[src/logic/ecv_pkg.sv]
// Purpose: Constants and carriers for the execution-box counter and
//          address-control register logic.
// Assumes: Privileged register accesses arrive as one request per cycle.
`default_nettype none

package ecv_pkg;

  // ----------------------------------------
  // Register indices
  // ----------------------------------------
  localparam logic [7:0] ECV_IDX_CACHE_DATA = 8'h2b;
  localparam logic [7:0] ECV_IDX_CACHE_SHIFT = 8'h2c;
  localparam logic [7:0] ECV_IDX_CYCLE_COUNT = 8'hc0;
  localparam logic [7:0] ECV_IDX_COUNT_CTL = 8'hc1;
  localparam logic [7:0] ECV_IDX_FAULT_VA = 8'hc2;
  localparam logic [7:0] ECV_IDX_PTE_VIEW = 8'hc3;
  localparam logic [7:0] ECV_IDX_ADDR_CTL = 8'hc4;

  // ----------------------------------------
  // Field positions and reset values
  // ----------------------------------------
  localparam int ECV_COUNT_ENABLE_BIT = 32;
  localparam int ECV_BASE_LSB = 30;
  localparam int ECV_COMPACT_BIT = 2;
  localparam int ECV_WIDE_BIT = 1;
  localparam int ECV_BIG_ENDIAN_BIT = 0;
  localparam int ECV_WIDE_SIGN_BIT = 47;
  localparam int ECV_NARROW_SIGN_BIT = 42;
  localparam logic [63:0] ECV_RESET_WORD = 64'h0000_0000_0000_0000;
  localparam logic [33:0] ECV_BASE_RESET = 34'h0_0000_0000;
  localparam logic [3:0] ECV_LOW_CLEAR = 4'h0;

  // ----------------------------------------
  // Access sizes of data-stream references
  // ----------------------------------------
  typedef enum logic [1:0] {
    ECV_SIZE_BYTE = 2'h0,
    ECV_SIZE_WORD = 2'h1,
    ECV_SIZE_LONG = 2'h2,
    ECV_SIZE_QUAD = 2'h3
  } ecv_size_e;

  // ----------------------------------------
  // Carriers
  // ----------------------------------------
  typedef struct packed {
    logic wr;
    logic rd;
    logic read_cycle_count_op;
    logic [7:0] index;
    logic [63:0] wdata;
  } ecv_ipr_req_s;

  typedef struct packed {
    logic dtb_miss;
    logic dstream_fault;
    logic page_entry_load;
    logic [63:0] vaddr;
  } ecv_fault_s;

  typedef struct packed {
    logic valid;
    logic [63:0] vaddr;
    ecv_size_e size;
    logic [2:0] paddr_low;
    logic [2:0] shift_amount;
  } ecv_mem_s;

  // Address outside its sign-extended range for the chosen width
  function automatic logic ecv_sign_extend_bad(input logic [63:0] va, input logic wide);
    logic [63:0] ext;
    ext = wide ? {{16{va[ECV_WIDE_SIGN_BIT]}}, va[47:0]}
               : {{21{va[ECV_NARROW_SIGN_BIT]}}, va[42:0]};
    return ext != va;
  endfunction

endpackage

`default_nettype wire

[src/logic/ecv_ebox_regs.sv]
// Purpose: Cycle counter, fault address capture and address control
//          registers of the integer execution box.
// Assumes: Requests are synchronous to clk; at most one read or write
//          and one fault report per cycle.
// Notes:   Reads answer one cycle after the request from a register.
`default_nettype none

module ecv_ebox_regs (
  // Clock and reset
  input wire logic clk,
  input wire logic reset_n,
  // Privileged register access
  input wire ecv_pkg::ecv_ipr_req_s ipr_req,
  output logic [63:0] rd_data,
  output logic rd_valid,
  // Translation miss and fault reports
  input wire ecv_pkg::ecv_fault_s fault,
  // Memory pipe and byte-op operands
  input wire ecv_pkg::ecv_mem_s mem,
  output logic access_violation,
  output logic [2:0] paddr_low_out,
  output logic [2:0] shift_amount_out,
  // Mode bits seen by other units
  output logic wide_address_select,
  output logic big_endian_mode
);

  // ----------------------------------------
  // State
  // ----------------------------------------
  logic [31:0] count_lo;
  logic [31:0] count_hi;
  logic count_enable_bit;
  logic [63:0] fault_virtual_address;
  logic [33:0] page_table_base;
  logic compact_format_select;
  logic wide_bit;
  logic big_endian_bit;

  // ----------------------------------------
  // Request decode
  // ----------------------------------------
  wire logic wr_cc = ipr_req.wr && ipr_req.index == ecv_pkg::ECV_IDX_CYCLE_COUNT;
  wire logic wr_ctl = ipr_req.wr && ipr_req.index == ecv_pkg::ECV_IDX_COUNT_CTL;
  wire logic wr_vactl = ipr_req.wr && ipr_req.index == ecv_pkg::ECV_IDX_ADDR_CTL;
  wire logic rd_any = ipr_req.rd || ipr_req.read_cycle_count_op;

  // Plain reads by index; the count instruction outranks them
  wire logic rd_plain = ipr_req.rd && !ipr_req.read_cycle_count_op;
  wire logic rd_count_idx = rd_plain && ipr_req.index == ecv_pkg::ECV_IDX_CYCLE_COUNT;
  wire logic rd_fault_idx = rd_plain && ipr_req.index == ecv_pkg::ECV_IDX_FAULT_VA;
  wire logic rd_view_idx = rd_plain && ipr_req.index == ecv_pkg::ECV_IDX_PTE_VIEW;

  // Capture condition: miss or fault, but not on a page entry load
  wire logic capture = (fault.dtb_miss || fault.dstream_fault) &&
                       !fault.page_entry_load;

  // ----------------------------------------
  // Counter next values
  // ----------------------------------------
  // Lower half wraps in 32 bits; the carry is dropped on purpose
  wire logic [31:0] count_inc = count_lo + 32'h0000_0001;

  // Control write beats the increment in the same cycle
  wire logic [31:0] next_count_lo =
    wr_ctl ? {ipr_req.wdata[31:4], ecv_pkg::ECV_LOW_CLEAR} :
    count_enable_bit ? count_inc : count_lo;

  // Upper half is only touched by a direct counter write
  wire logic [31:0] next_count_hi =
    wr_cc ? ipr_req.wdata[63:32] : count_hi;

  wire logic [63:0] cycle_count_register = {count_hi, count_lo};

  // ----------------------------------------
  // Formatted page table entry view
  // ----------------------------------------
  // Narrow, wide and compact layouts of the entry address
  wire logic [63:0] view_narrow =
    {page_table_base[33:3], fault_virtual_address[42:13], 3'h0};
  wire logic [63:0] view_wide =
    {page_table_base[33:8], fault_virtual_address[47:13], 3'h0};
  wire logic [63:0] view_compact =
    {page_table_base[33:3], 11'h000, fault_virtual_address[31:13], 3'h0};
  wire logic [63:0] pte_address_view =
    compact_format_select ? view_compact :
    wide_bit ? view_wide : view_narrow;

  // ----------------------------------------
  // Read multiplexer
  // ----------------------------------------
  // Write-only and unmapped indices read as zero
  wire logic [63:0] next_rd_data =
    ipr_req.read_cycle_count_op ? cycle_count_register :
    !ipr_req.rd ? ecv_pkg::ECV_RESET_WORD :
    ipr_req.index == ecv_pkg::ECV_IDX_CYCLE_COUNT ? cycle_count_register :
    ipr_req.index == ecv_pkg::ECV_IDX_FAULT_VA ? fault_virtual_address :
    ipr_req.index == ecv_pkg::ECV_IDX_PTE_VIEW ? pte_address_view :
    ecv_pkg::ECV_RESET_WORD;

  // ----------------------------------------
  // Cycle counter registers
  // ----------------------------------------
  // Counter halves and enable
  always_ff @(posedge clk or negedge reset_n) begin
    if (!reset_n) begin
      count_lo <= ecv_pkg::ECV_RESET_WORD[31:0];
      count_hi <= ecv_pkg::ECV_RESET_WORD[63:32];
      count_enable_bit <= 1'b0;
    end else begin
      count_lo <= next_count_lo;
      count_hi <= next_count_hi;
      if (wr_ctl) begin
        count_enable_bit <= ipr_req.wdata[ecv_pkg::ECV_COUNT_ENABLE_BIT];
      end
    end
  end

  // ----------------------------------------
  // Fault address capture
  // ----------------------------------------
  // Read-only to software; only hardware events load it
  always_ff @(posedge clk or negedge reset_n) begin
    if (!reset_n) begin
      fault_virtual_address <= ecv_pkg::ECV_RESET_WORD;
    end else if (capture) begin
      fault_virtual_address <= fault.vaddr;
    end
  end

  // ----------------------------------------
  // Address format control
  // ----------------------------------------
  // Reserved bits 29:3 are never stored, so writes there do nothing
  always_ff @(posedge clk or negedge reset_n) begin
    if (!reset_n) begin
      page_table_base <= ecv_pkg::ECV_BASE_RESET;
      compact_format_select <= 1'b0;
      wide_bit <= 1'b0;
      big_endian_bit <= 1'b0;
    end else if (wr_vactl) begin
      page_table_base <= ipr_req.wdata[63:ecv_pkg::ECV_BASE_LSB];
      compact_format_select <= ipr_req.wdata[ecv_pkg::ECV_COMPACT_BIT];
      wide_bit <= ipr_req.wdata[ecv_pkg::ECV_WIDE_BIT];
      big_endian_bit <= ipr_req.wdata[ecv_pkg::ECV_BIG_ENDIAN_BIT];
    end
  end

  // Mode outputs follow the stored bits with one register stage
  wire logic next_wide = wide_bit;
  wire logic next_big_endian = big_endian_bit;

  // ----------------------------------------
  // Read port and mode outputs
  // ----------------------------------------
  // Registered answer so rd_data never glitches with the index
  always_ff @(posedge clk or negedge reset_n) begin
    if (!reset_n) begin
      rd_data <= ecv_pkg::ECV_RESET_WORD;
      rd_valid <= 1'b0;
      wide_address_select <= 1'b0;
      big_endian_mode <= 1'b0;
    end else begin
      rd_data <= next_rd_data;
      rd_valid <= rd_any;
      wide_address_select <= next_wide;
      big_endian_mode <= next_big_endian;
    end
  end

  // ----------------------------------------
  // Memory pipe helpers
  // ----------------------------------------
  // Checker uses the live mode bit so a write takes effect next access
  ecv_sign_extend_check u_sign_extend_check (
    .clk(clk),
    .reset_n(reset_n),
    .valid(mem.valid),
    .vaddr(mem.vaddr),
    .wide_address_select(wide_bit),
    .access_violation(access_violation)
  );

  ecv_endian_swizzle u_endian_swizzle (
    .clk(clk),
    .reset_n(reset_n),
    .big_endian(big_endian_bit),
    .size(mem.size),
    .paddr_low(mem.paddr_low),
    .shift_amount(mem.shift_amount),
    .paddr_low_out(paddr_low_out),
    .shift_amount_out(shift_amount_out)
  );
endmodule

`default_nettype wire

[src/logic/ecv_endian_swizzle.sv]
// Purpose: Big-endian inversion of shift amount and low address bits.
// Assumes: Size code accompanies each data-stream address.
// Notes:   Quadword references keep their low address bits; the shift amount is still inverted.
`default_nettype none

module ecv_endian_swizzle (
  // Clock and reset
  input wire logic clk,
  input wire logic reset_n,
  // Mode and operands
  input wire logic big_endian,
  input wire ecv_pkg::ecv_size_e size,
  input wire logic [2:0] paddr_low,
  input wire logic [2:0] shift_amount,
  // Results
  output logic [2:0] paddr_low_out,
  output logic [2:0] shift_amount_out
);

  // ----------------------------------------
  // Inversion masks
  // ----------------------------------------
  wire logic [2:0] size_mask =
    (size == ecv_pkg::ECV_SIZE_BYTE) ? 3'h7 :
    (size == ecv_pkg::ECV_SIZE_WORD) ? 3'h6 :
    (size == ecv_pkg::ECV_SIZE_LONG) ? 3'h4 : 3'h0;
  wire logic [2:0] addr_mask = big_endian ? size_mask : 3'h0;
  wire logic [2:0] shift_mask = {3{big_endian}};

  // Registered results
  always_ff @(posedge clk or negedge reset_n) begin
    if (!reset_n) begin
      paddr_low_out <= 3'h0;
      shift_amount_out <= 3'h0;
    end else begin
      paddr_low_out <= paddr_low ^ addr_mask;
      shift_amount_out <= shift_amount ^ shift_mask;
    end
  end
endmodule

`default_nettype wire

[src/logic/ecv_sign_extend_check.sv]
// Purpose: Memory-pipe virtual address sign-extension checker.
// Assumes: One address offered per valid cycle.
// Notes:   Result is registered; one cycle after the address.
`default_nettype none

module ecv_sign_extend_check (
  // Clock and reset
  input wire logic clk,
  input wire logic reset_n,
  // Address under test
  input wire logic valid,
  input wire logic [63:0] vaddr,
  input wire logic wide_address_select,
  // Result
  output logic access_violation
);

  // ----------------------------------------
  // Check
  // ----------------------------------------
  wire logic bad = valid && ecv_pkg::ecv_sign_extend_bad(vaddr, wide_address_select);

  // Registered flag, one cycle per offending access
  always_ff @(posedge clk or negedge reset_n) begin
    if (!reset_n) begin
      access_violation <= 1'b0;
    end else begin
      access_violation <= bad;
    end
  end
endmodule

`default_nettype wire
[config.mk]
export PLATFORM = sky130hd
export DESIGN_NAME = ecv_ebox_regs
export DESIGN_NICKNAME = d
export VERILOG_FILES = /design/src/logic/ecv_pkg.sv /design/src/logic/ecv_ebox_regs.sv /design/src/logic/ecv_endian_swizzle.sv /design/src/logic/ecv_sign_extend_check.sv
export SDC_FILE = /design/constraint.sdc
export NUM_CORES = 1
export LEC_CHECK = 0
export BUFFER_PORTS_ARGS = -buffer_cell sky130_fd_sc_hd__buf_2
export CORE_ASPECT_RATIO = 0.7
export CORE_MARGIN = 5
export CORE_UTILIZATION = 45
export CTS_CLUSTER_DIAMETER = 120
export DETAILED_ROUTE_END_ITERATION = 6
export PLACE_DENSITY = 0.73
export SLEW_MARGIN = 25
export SYNTH_ARGS = -nofsm -noshare
export SYNTH_HDL_FRONTEND = slang
export SYNTH_SLANG_ARGS = --single-unit
export TNS_END_PERCENT = 5
[constraint.sdc]
create_clock -name clk -period 3.3 [get_ports clk]
set_input_delay 0.495 -clock clk [delete_from_list [all_inputs] [get_ports clk]]
set_output_delay 0.495 -clock clk [all_outputs]
set_load 0.02 [all_outputs]
==> results of run 1 <==
## critical path, stage by stage
cell and delay, ns:
buf_2 0.11, nand4bb_1 0.37, nor3_1 0.38, nand2_2 0.10, buf_4 0.28, a211oi_1 0.51, o22a_1 0.23
## cell type report
cell class | instances | area share
clock buffers | 35 | 0.05589
clock inverters | 9 | 0.008412
inverters | 3 | 0.0008702
multi-input cells | 584 | 0.3324
flip-flops and latches | 237 | 0.4583
well taps | 312 | 0.03017
repair buffers | 268 | 0.1139
## per-stage QoR
step / hold WS [ns] / area [sq um] / utilization
3_3_place_gp: 0.4706 / 12080 / 0.5300
3_5_place_dp: 0.4789 / 12110 / 0.5312
5_1_grt: 0.06332 / 12940 / 0.5677
6_report: 0.01248 / 12940 / 0.5677
2_1_floorplan: 0.1994 / 10500 / -
4_1_cts: 0.03060 / 12940 / 0.5677
## power breakdown
group	internal [mW]	switching, mW	total (mW)
clock network	1.68	1.17	2.85
registers	3.28	0.394	3.67
logic	0.576	0.687	1.26
total	5.53	2.25	7.78
## per-layer routing
| metal | vias up | global-route usage | routed length (um) |
|---|---|---|---|
| met5 | - | 0 | 62 |
| met4 | 10 | 0.03642 | 397 |
| met3 | 37 | 0.04357 | 2140 |
| met2 | 244 | 0.3113 | 12470 |
| met1 | 3918 | 0.3493 | 14370 |
| li1 | 3641 | - | - |
## cells by family (layout without fill, tap and decap cells)
logic type	after synthesis	after routing	synth area share
AOI/OAI and AO/OA	159	159	0.1134
xor gates and xnor gates	37	37	0.03086
adders and majority gates	1	1	0.001191
buffers and inverters	68	315	0.02895
DFF	237	237	0.5648
muxes	137	137	0.1461
and+or+nand+nor	250	250	0.1147
## cell usage after synthesis (10+ instances only)
| cell | instances | area share |
|---|---|---|
| dfrtp_1 | 237 | 0.56 |
| mux2_2 | 129 | 0.14 |
| o21ai_0 | 30 | 0.014 |
| nor2_1 | 73 | 0.026 |
| nand2_1 | 96 | 0.034 |
| clkbuf_1 | 40 | 0.014 |
| buf_2 | 16 | 0.0076 |
| nand3_1 | 10 | 0.0048 |
| o22a_1 | 61 | 0.051 |
| xnor2_1 | 19 | 0.016 |
| nand4_1 | 14 | 0.0083 |
| a211oi_1 | 56 | 0.040 |
| xor2_1 | 18 | 0.015 |
## flip-flops by register name, summed over array words and instances (netlist names)
| register | flops |
|---|---|
| u_endian_swizzle.paddr_low_out | 3 |
| big_endian_bit | 1 |
| rd_valid | 1 |
| big_endian_mode | 1 |
| rd_data | 64 |
| compact_format_select | 1 |
| count_lo | 32 |
| u_sign_extend_check.access_violation | 1 |
| page_table_base | 31 |
| u_endian_swizzle.shift_amount_out | 3 |
| next_wide | 1 |
| count_enable_bit | 1 |
| fault_virtual_address | 64 |
| wide_address_select | 1 |
| count_hi | 32 |
## worst max-delay path by stage
stage | from | end | slack, ns | cells past startpoint
after floorplan | ipr_req[68] | count_hi[10] | 1.45 | 6
after global placement | ipr_req[69] | rd_data[9] | 0.58 | 6
after detailed placement | ipr_req[69] | rd_data[10] | 0.79 | 7
after CTS | ipr_req[69] | rd_data[10] | 1.30 | 7
after global routing | count_enable_bit | count_lo[24] | 1.12 | 5
final | ipr_req[69] | rd_data[10] | 1.23 | 7
==> flow_metrics.py, run 1 <==
metrics = {
    "timing": {
        "setup_ws_ns": 1.230,
        "fmax_mhz": 483.1,
        "setup_viol": 0,
        "skew_ns": 0.01140,
        "rsz0062_at_grt": "no",
        "period_needed_ns": 2.070,
        "hold_viol": 0,
        "worstMarginPinSlew_ns": 0.8132,
        "maxSlewViolCount": 0,
        "setup_tns_ns": 0,
        "relSlewSlack": 0.4579,
        "fin_crit_sh": 0.6273,
    },
    "floorplanning": {
        "die_x_um": 192.6,
        "design.die.area_sq_mm": 0.02654,
        "ios": 291,
        "core_sq_mm": 0.02279,
        "num_rows": 46,
        "die_height_um": 137.8,
        "initial_core_util": 0.4607,
    },
    "grt": {
        "grt_pass1_wl_um": 45080,
        "antenna_found_initial": 5,
        "grt_overflow": 0,
        "grt_max_degree": 96,
        "grt_pass1_vias": 7837,
        "grt_usage": 0.2190,
    },
    "route": {
        "via_per_inst": 5.421,
        "ant_nets": 0,
        "wl_per_cell_um": 20.33,
        "drcViolationCount": 0,
        "dr.pass1.iters": 5,
        "drtIter0Drc": 569,
        "routed_wl_um": 29440,
        "num_vias": 7850,
    },
    "synth": {
        "synth_warnings": 0,
        "seq_area_frac_synth": 0.5648,
        "ys_types": 42,
        "postSynthAreaPerCell_sq_um": 11.81,
        "synth-seq-cells": 237,
        "synthArstFlopShare": 1.000,
        "ys.flop_type": "dfrtp_1",
        "syn_inst": 889,
        "synth_nets": 1107,
        "synthesis.area_sq_mm": 0.01050,
        "synth-edff-count": 0,
    },
    "critical_path": {
        "r2r-end": "count_lo[24]",
        "arrival_ns": 2.52,
        "worstPathRequired_ns": 3.75,
        "criticalPathCategory": "in -> reg",
        "cp-start-kind": "input port",
        "r2r_setup_slack_ns": 1.31,
        "cp-end-kind": "flop",
        "worstRegToRegCells": 5,
        "timing.rr.start": "count_enable_bit",
        "critPathMaxFanout": 42,
    },
    "clock_tree": {
        "clk_latency_ns": 0.52,
        "cts_root_buffer": "clkbuf_16",
        "cts_setup_buffers": 0,
        "cts_resized": 0,
        "cts_tree": "built",
        "clock_path_buffers": 3,
        "numCtsBuffers": 24,
        "cts.sinks": 237,
        "clk_transition_reported_paths_ns": 0.07,
        "hold_buffers": 0,
        "htreeDepth": 1,
    },
    "power_and_ir_drop": {
        "leakagePower_nw": 6.016,
        "ir_drop_mv": 0.4134,
        "power.density_mw_per_mm2": 601.4,
        "total_power_mw": 7.782,
    },
    "place": {
        "placed_cells": 1404,
        "gp_congestion": 0.8395,
        "portBuffers": 247,
        "preCtsSetupSlack_ns": 0.7859,
        "dp_hpwl_um": 20660,
    },
    "min_path": {
        "hold_path.class": "in -> async",
    },
    "finish": {
        "multi_input_area_sq_mm": 0.004302,
        "regArea_sq_mm": 0.005931,
        "nFillCells": 1981,
        "antennaDiodeCount": 0,
        "area_growth_pct": 23.22,
        "final_cell_mix": "246 x buf_2, 237 x dfrtp_1, 129 x mux2_2, 95 x nand2_1, 73 x nor2_1",
        "fin_cells": 1448,
        "layout_commonest_cell": "buf_2",
        "nets": 1336,
        "drive_gt1_frac": 0.3952,
    },
    "run_status": {
        "outcome": "finished, final reports clean",
    },
    "job": {
        "maxCapViolCount": 0,
    },
}
Note: power is estimated with default switching activity, not from simulation.
==> inputs of run 2 (changes only) <==
--- a/config.mk
+++ b/config.mk
@@ -11,7 +11,7 @@
 export CORE_UTILIZATION = 45
 export CTS_CLUSTER_DIAMETER = 120
 export DETAILED_ROUTE_END_ITERATION = 6
-export PLACE_DENSITY = 0.73
+export PLACE_DENSITY = 0.76
 export SLEW_MARGIN = 25
 export SYNTH_ARGS = -nofsm -noshare
 export SYNTH_HDL_FRONTEND = slang
==> constraint.sdc (replaced) <==
create_clock -name clk -period 1.7 [get_ports clk]
set_input_delay 0.255 -clock clk [delete_from_list [all_inputs] [get_ports clk]]
set_output_delay 0.255 -clock clk [all_outputs]
set_load 0.02 [all_outputs]
==> run 2 against run 1 <==
Utilization up 6.9 points. Routed wire length is 8.2% higher. Die area unchanged. Register-to-register slack worse by 1.2 ns. Sequential power rose by 90%. Final cell count increased by 11%. Global-route usage rose by 2.0 points. Setup slack lost 1.2 ns. Via count up 10%. Clock power grew 73%. Clock skew up 0.0050 ns. Largest cell class unchanged.
==> flow_metrics.py, run 2 (same netlist as run 1, synthesis figures left out) <==
metrics = {
    "run_status": {
        "outcome": "finished, final reports clean",
    },
    "critical_path": {
        "r2r-end": "count_lo[25]",
        "critPathMaxFanout": 6,
        "arrival_ns": 2.01,
        "max_stage_delay_ns": 0.44,
        "r2r_setup_slack_ns": 0.07,
        "cp-end-kind": "flop",
        "timing.rr.start": "count_lo[4]",
        "slowest_stage": "dfrtp_1",
        "path_cells": "and4_1 > nand2_1 > nor4_2 > xnor2_1 > o21ai_1",
        "worstPathRequired_ns": 2.08,
        "criticalPathCategory": "reg -> reg",
        "cp-start-kind": "flop",
        "worstRegToRegCells": 5,
    },
    "finish": {
        "fin_cells": 1612,
        "final_cell_mix": "246 x buf_2, 234 x dfrtp_1, 129 x mux2_2, 127 x dlygate4sd3_1, 95 x nand2_1",
        "layout_commonest_cell": "buf_2",
        "largestRegisters": "fault_virtual_address (64), rd_data (64)",
        "drive_gt1_frac": 0.3757,
        "nets": 1502,
        "nFillCells": 1808,
        "area_growth_pct": 38.31,
    },
    "timing": {
        "fin_crit_sh": 0.9599,
        "fin_hold_ws_ns": 0.02002,
        "worstMarginPinSlew_ns": 0.4982,
        "setup_tns_ns": 0,
        "fmax_mhz": 612.8,
        "skew_ns": 0.01642,
        "setup_viol": 0,
        "relSlewSlack": 0.6678,
        "period_needed_ns": 1.632,
        "hold_viol": 0,
        "maxSlewViolCount": 0,
        "setup_ws_ns": 0.06814,
    },
    "min_path": {
        "hold_path.class": "in -> reg",
        "worst_hold_path.endpoint": "fault_virtual_address[32]",
        "min_from": "fault[32]",
        "min_path_cells": 2,
    },
    "power_and_ir_drop": {
        "total_power_mw": 15.18,
        "leakagePower_nw": 6.725,
        "power.density_mw_per_mm2": 1045,
        "ir_drop_mv": 0.7046,
    },
    "route": {
        "ant_nets": 0,
        "drcViolationCount": 0,
        "routed_wl_um": 31860,
        "drtIter0Drc": 598,
        "wl_per_cell_um": 19.76,
        "dr.pass1.iters": 5,
        "num_vias": 8670,
        "via_per_inst": 5.378,
    },
    "clock_tree": {
        "htreeDepth": 1,
        "clk_latency_ns": 0.52,
        "clock_path_buffers": 3,
        "cts_setup_buffers": 0,
        "cts_tree": "built",
        "cts_root_buffer": "clkbuf_16",
        "numCtsBuffers": 24,
        "cts.sinks": 237,
        "clk_transition_reported_paths_ns": 0.07,
    },
    "floorplanning": {
        "die_x_um": 192.6,
        "num_rows": 46,
        "initial_core_util": 0.4607,
        "design.die.area_sq_mm": 0.02654,
        "die_height_um": 137.8,
        "core_sq_mm": 0.02279,
        "ios": 291,
    },
    "place": {
        "portBuffers": 247,
        "placed_cells": 1443,
        "gp_congestion": 0.8614,
        "dp_hpwl_um": 21860,
        "preCtsSetupSlack_ns": -0.2772,
    },
    "grt": {
        "met2_usage": 0.3649,
        "grt_pass1_wl_um": 49780,
        "grt_use_met3": 0.04559,
        "grt_overflow": 0,
        "grt_max_degree": 65,
        "antenna_found_initial": 1,
        "grt_pass1_vias": 8978,
        "grt-busiest-layer": "met2",
        "grt_usage": 0.2392,
        "use_met1": 0.3577,
    },
    "job": {
        "maxCapViolCount": 0,
    },
}
-- run 2: changes by cell type in the layout (fill, tap and decap cells not counted), sizes merged --
cell	change
dlygate4sd3	+127
buf	+39
bufinv	-2
clkinvlp	-2
clkinv	+1
diode	+1
-- run 2: area by class of cell --
class,count,area [sq um],area share
timing repair buffer,434,3143,0.2164
clock buffer,35,693.2,0.04773
antenna,1,2.502,0.0001723
clock inverter,6,35.03,0.002412
inverter,3,11.26,0.0007753
tap,312,390.4,0.02688
sequential,237,5934,0.4086
multi-input combinational,584,4314,0.2970
-- run 2: worst max-delay path: cells and delay by family (launching register included) --
kind	cells	cell delay (ns)
AND/OR/NAND/NOR	3	0.83
flip-flops	1	0.44
XOR/XNOR	1	0.15
AO/OA/AOI/OAI	1	0.08
-- run 2: routing by layer --
layer,vias to the layer above,wire (um)
met5,-,0
met4,0,696
met3,50,2449
met2,347,14100
met1,4289,14620
li1,3984,-
-- run 2: worst max-delay path by stage --
| stage | startpoint | end | slack [ns] | depth (start not counted) |
|---|---|---|---|---|
| after detailed placement | ipr_req[68] | rd_data[42] | -0.28 | 8 |
| after CTS | count_lo[1] | count_lo[24] | 0.03 | 7 |
| after global routing | count_lo[3] | count_lo[30] | -0.001 | 5 |
| after global placement | ipr_req[68] | rd_data[37] | -0.25 | 8 |
| final | count_lo[4] | count_lo[25] | 0.07 | 5 |
| after floorplan | ipr_req[68] | count_hi[10] | 0.09 | 6 |
-- run 2: report_power, final --
group          total, mW  internal (mW)  leakage [nW]  switching (mW)
Sequential          6.96           6.37          2.90           0.590
Clock               4.94           2.81         0.354            2.13
Combinational       3.28           1.58          3.47            1.70
Total               15.2           10.8          6.72            4.42
-- run 2: repair_timing --
item / in CTS / in global routing
hold buffers: 127 / 0
hold endpoints to repair: 198 / 0
endpoints found under the setup margin: 0 / 18
resized for setup: 0 / 8
-- run 2: metrics by stage --
| stage | utilization | instance area, sq um |
|---|---|---|
| final | 0.6372 | 14520 |
| after global routing | 0.6372 | 14520 |
| after floorplan | - | 10500 |
| after global placement | 0.5487 | 12510 |
| after CTS | 0.6364 | 14510 |
| after detailed placement | 0.5487 | 12510 |
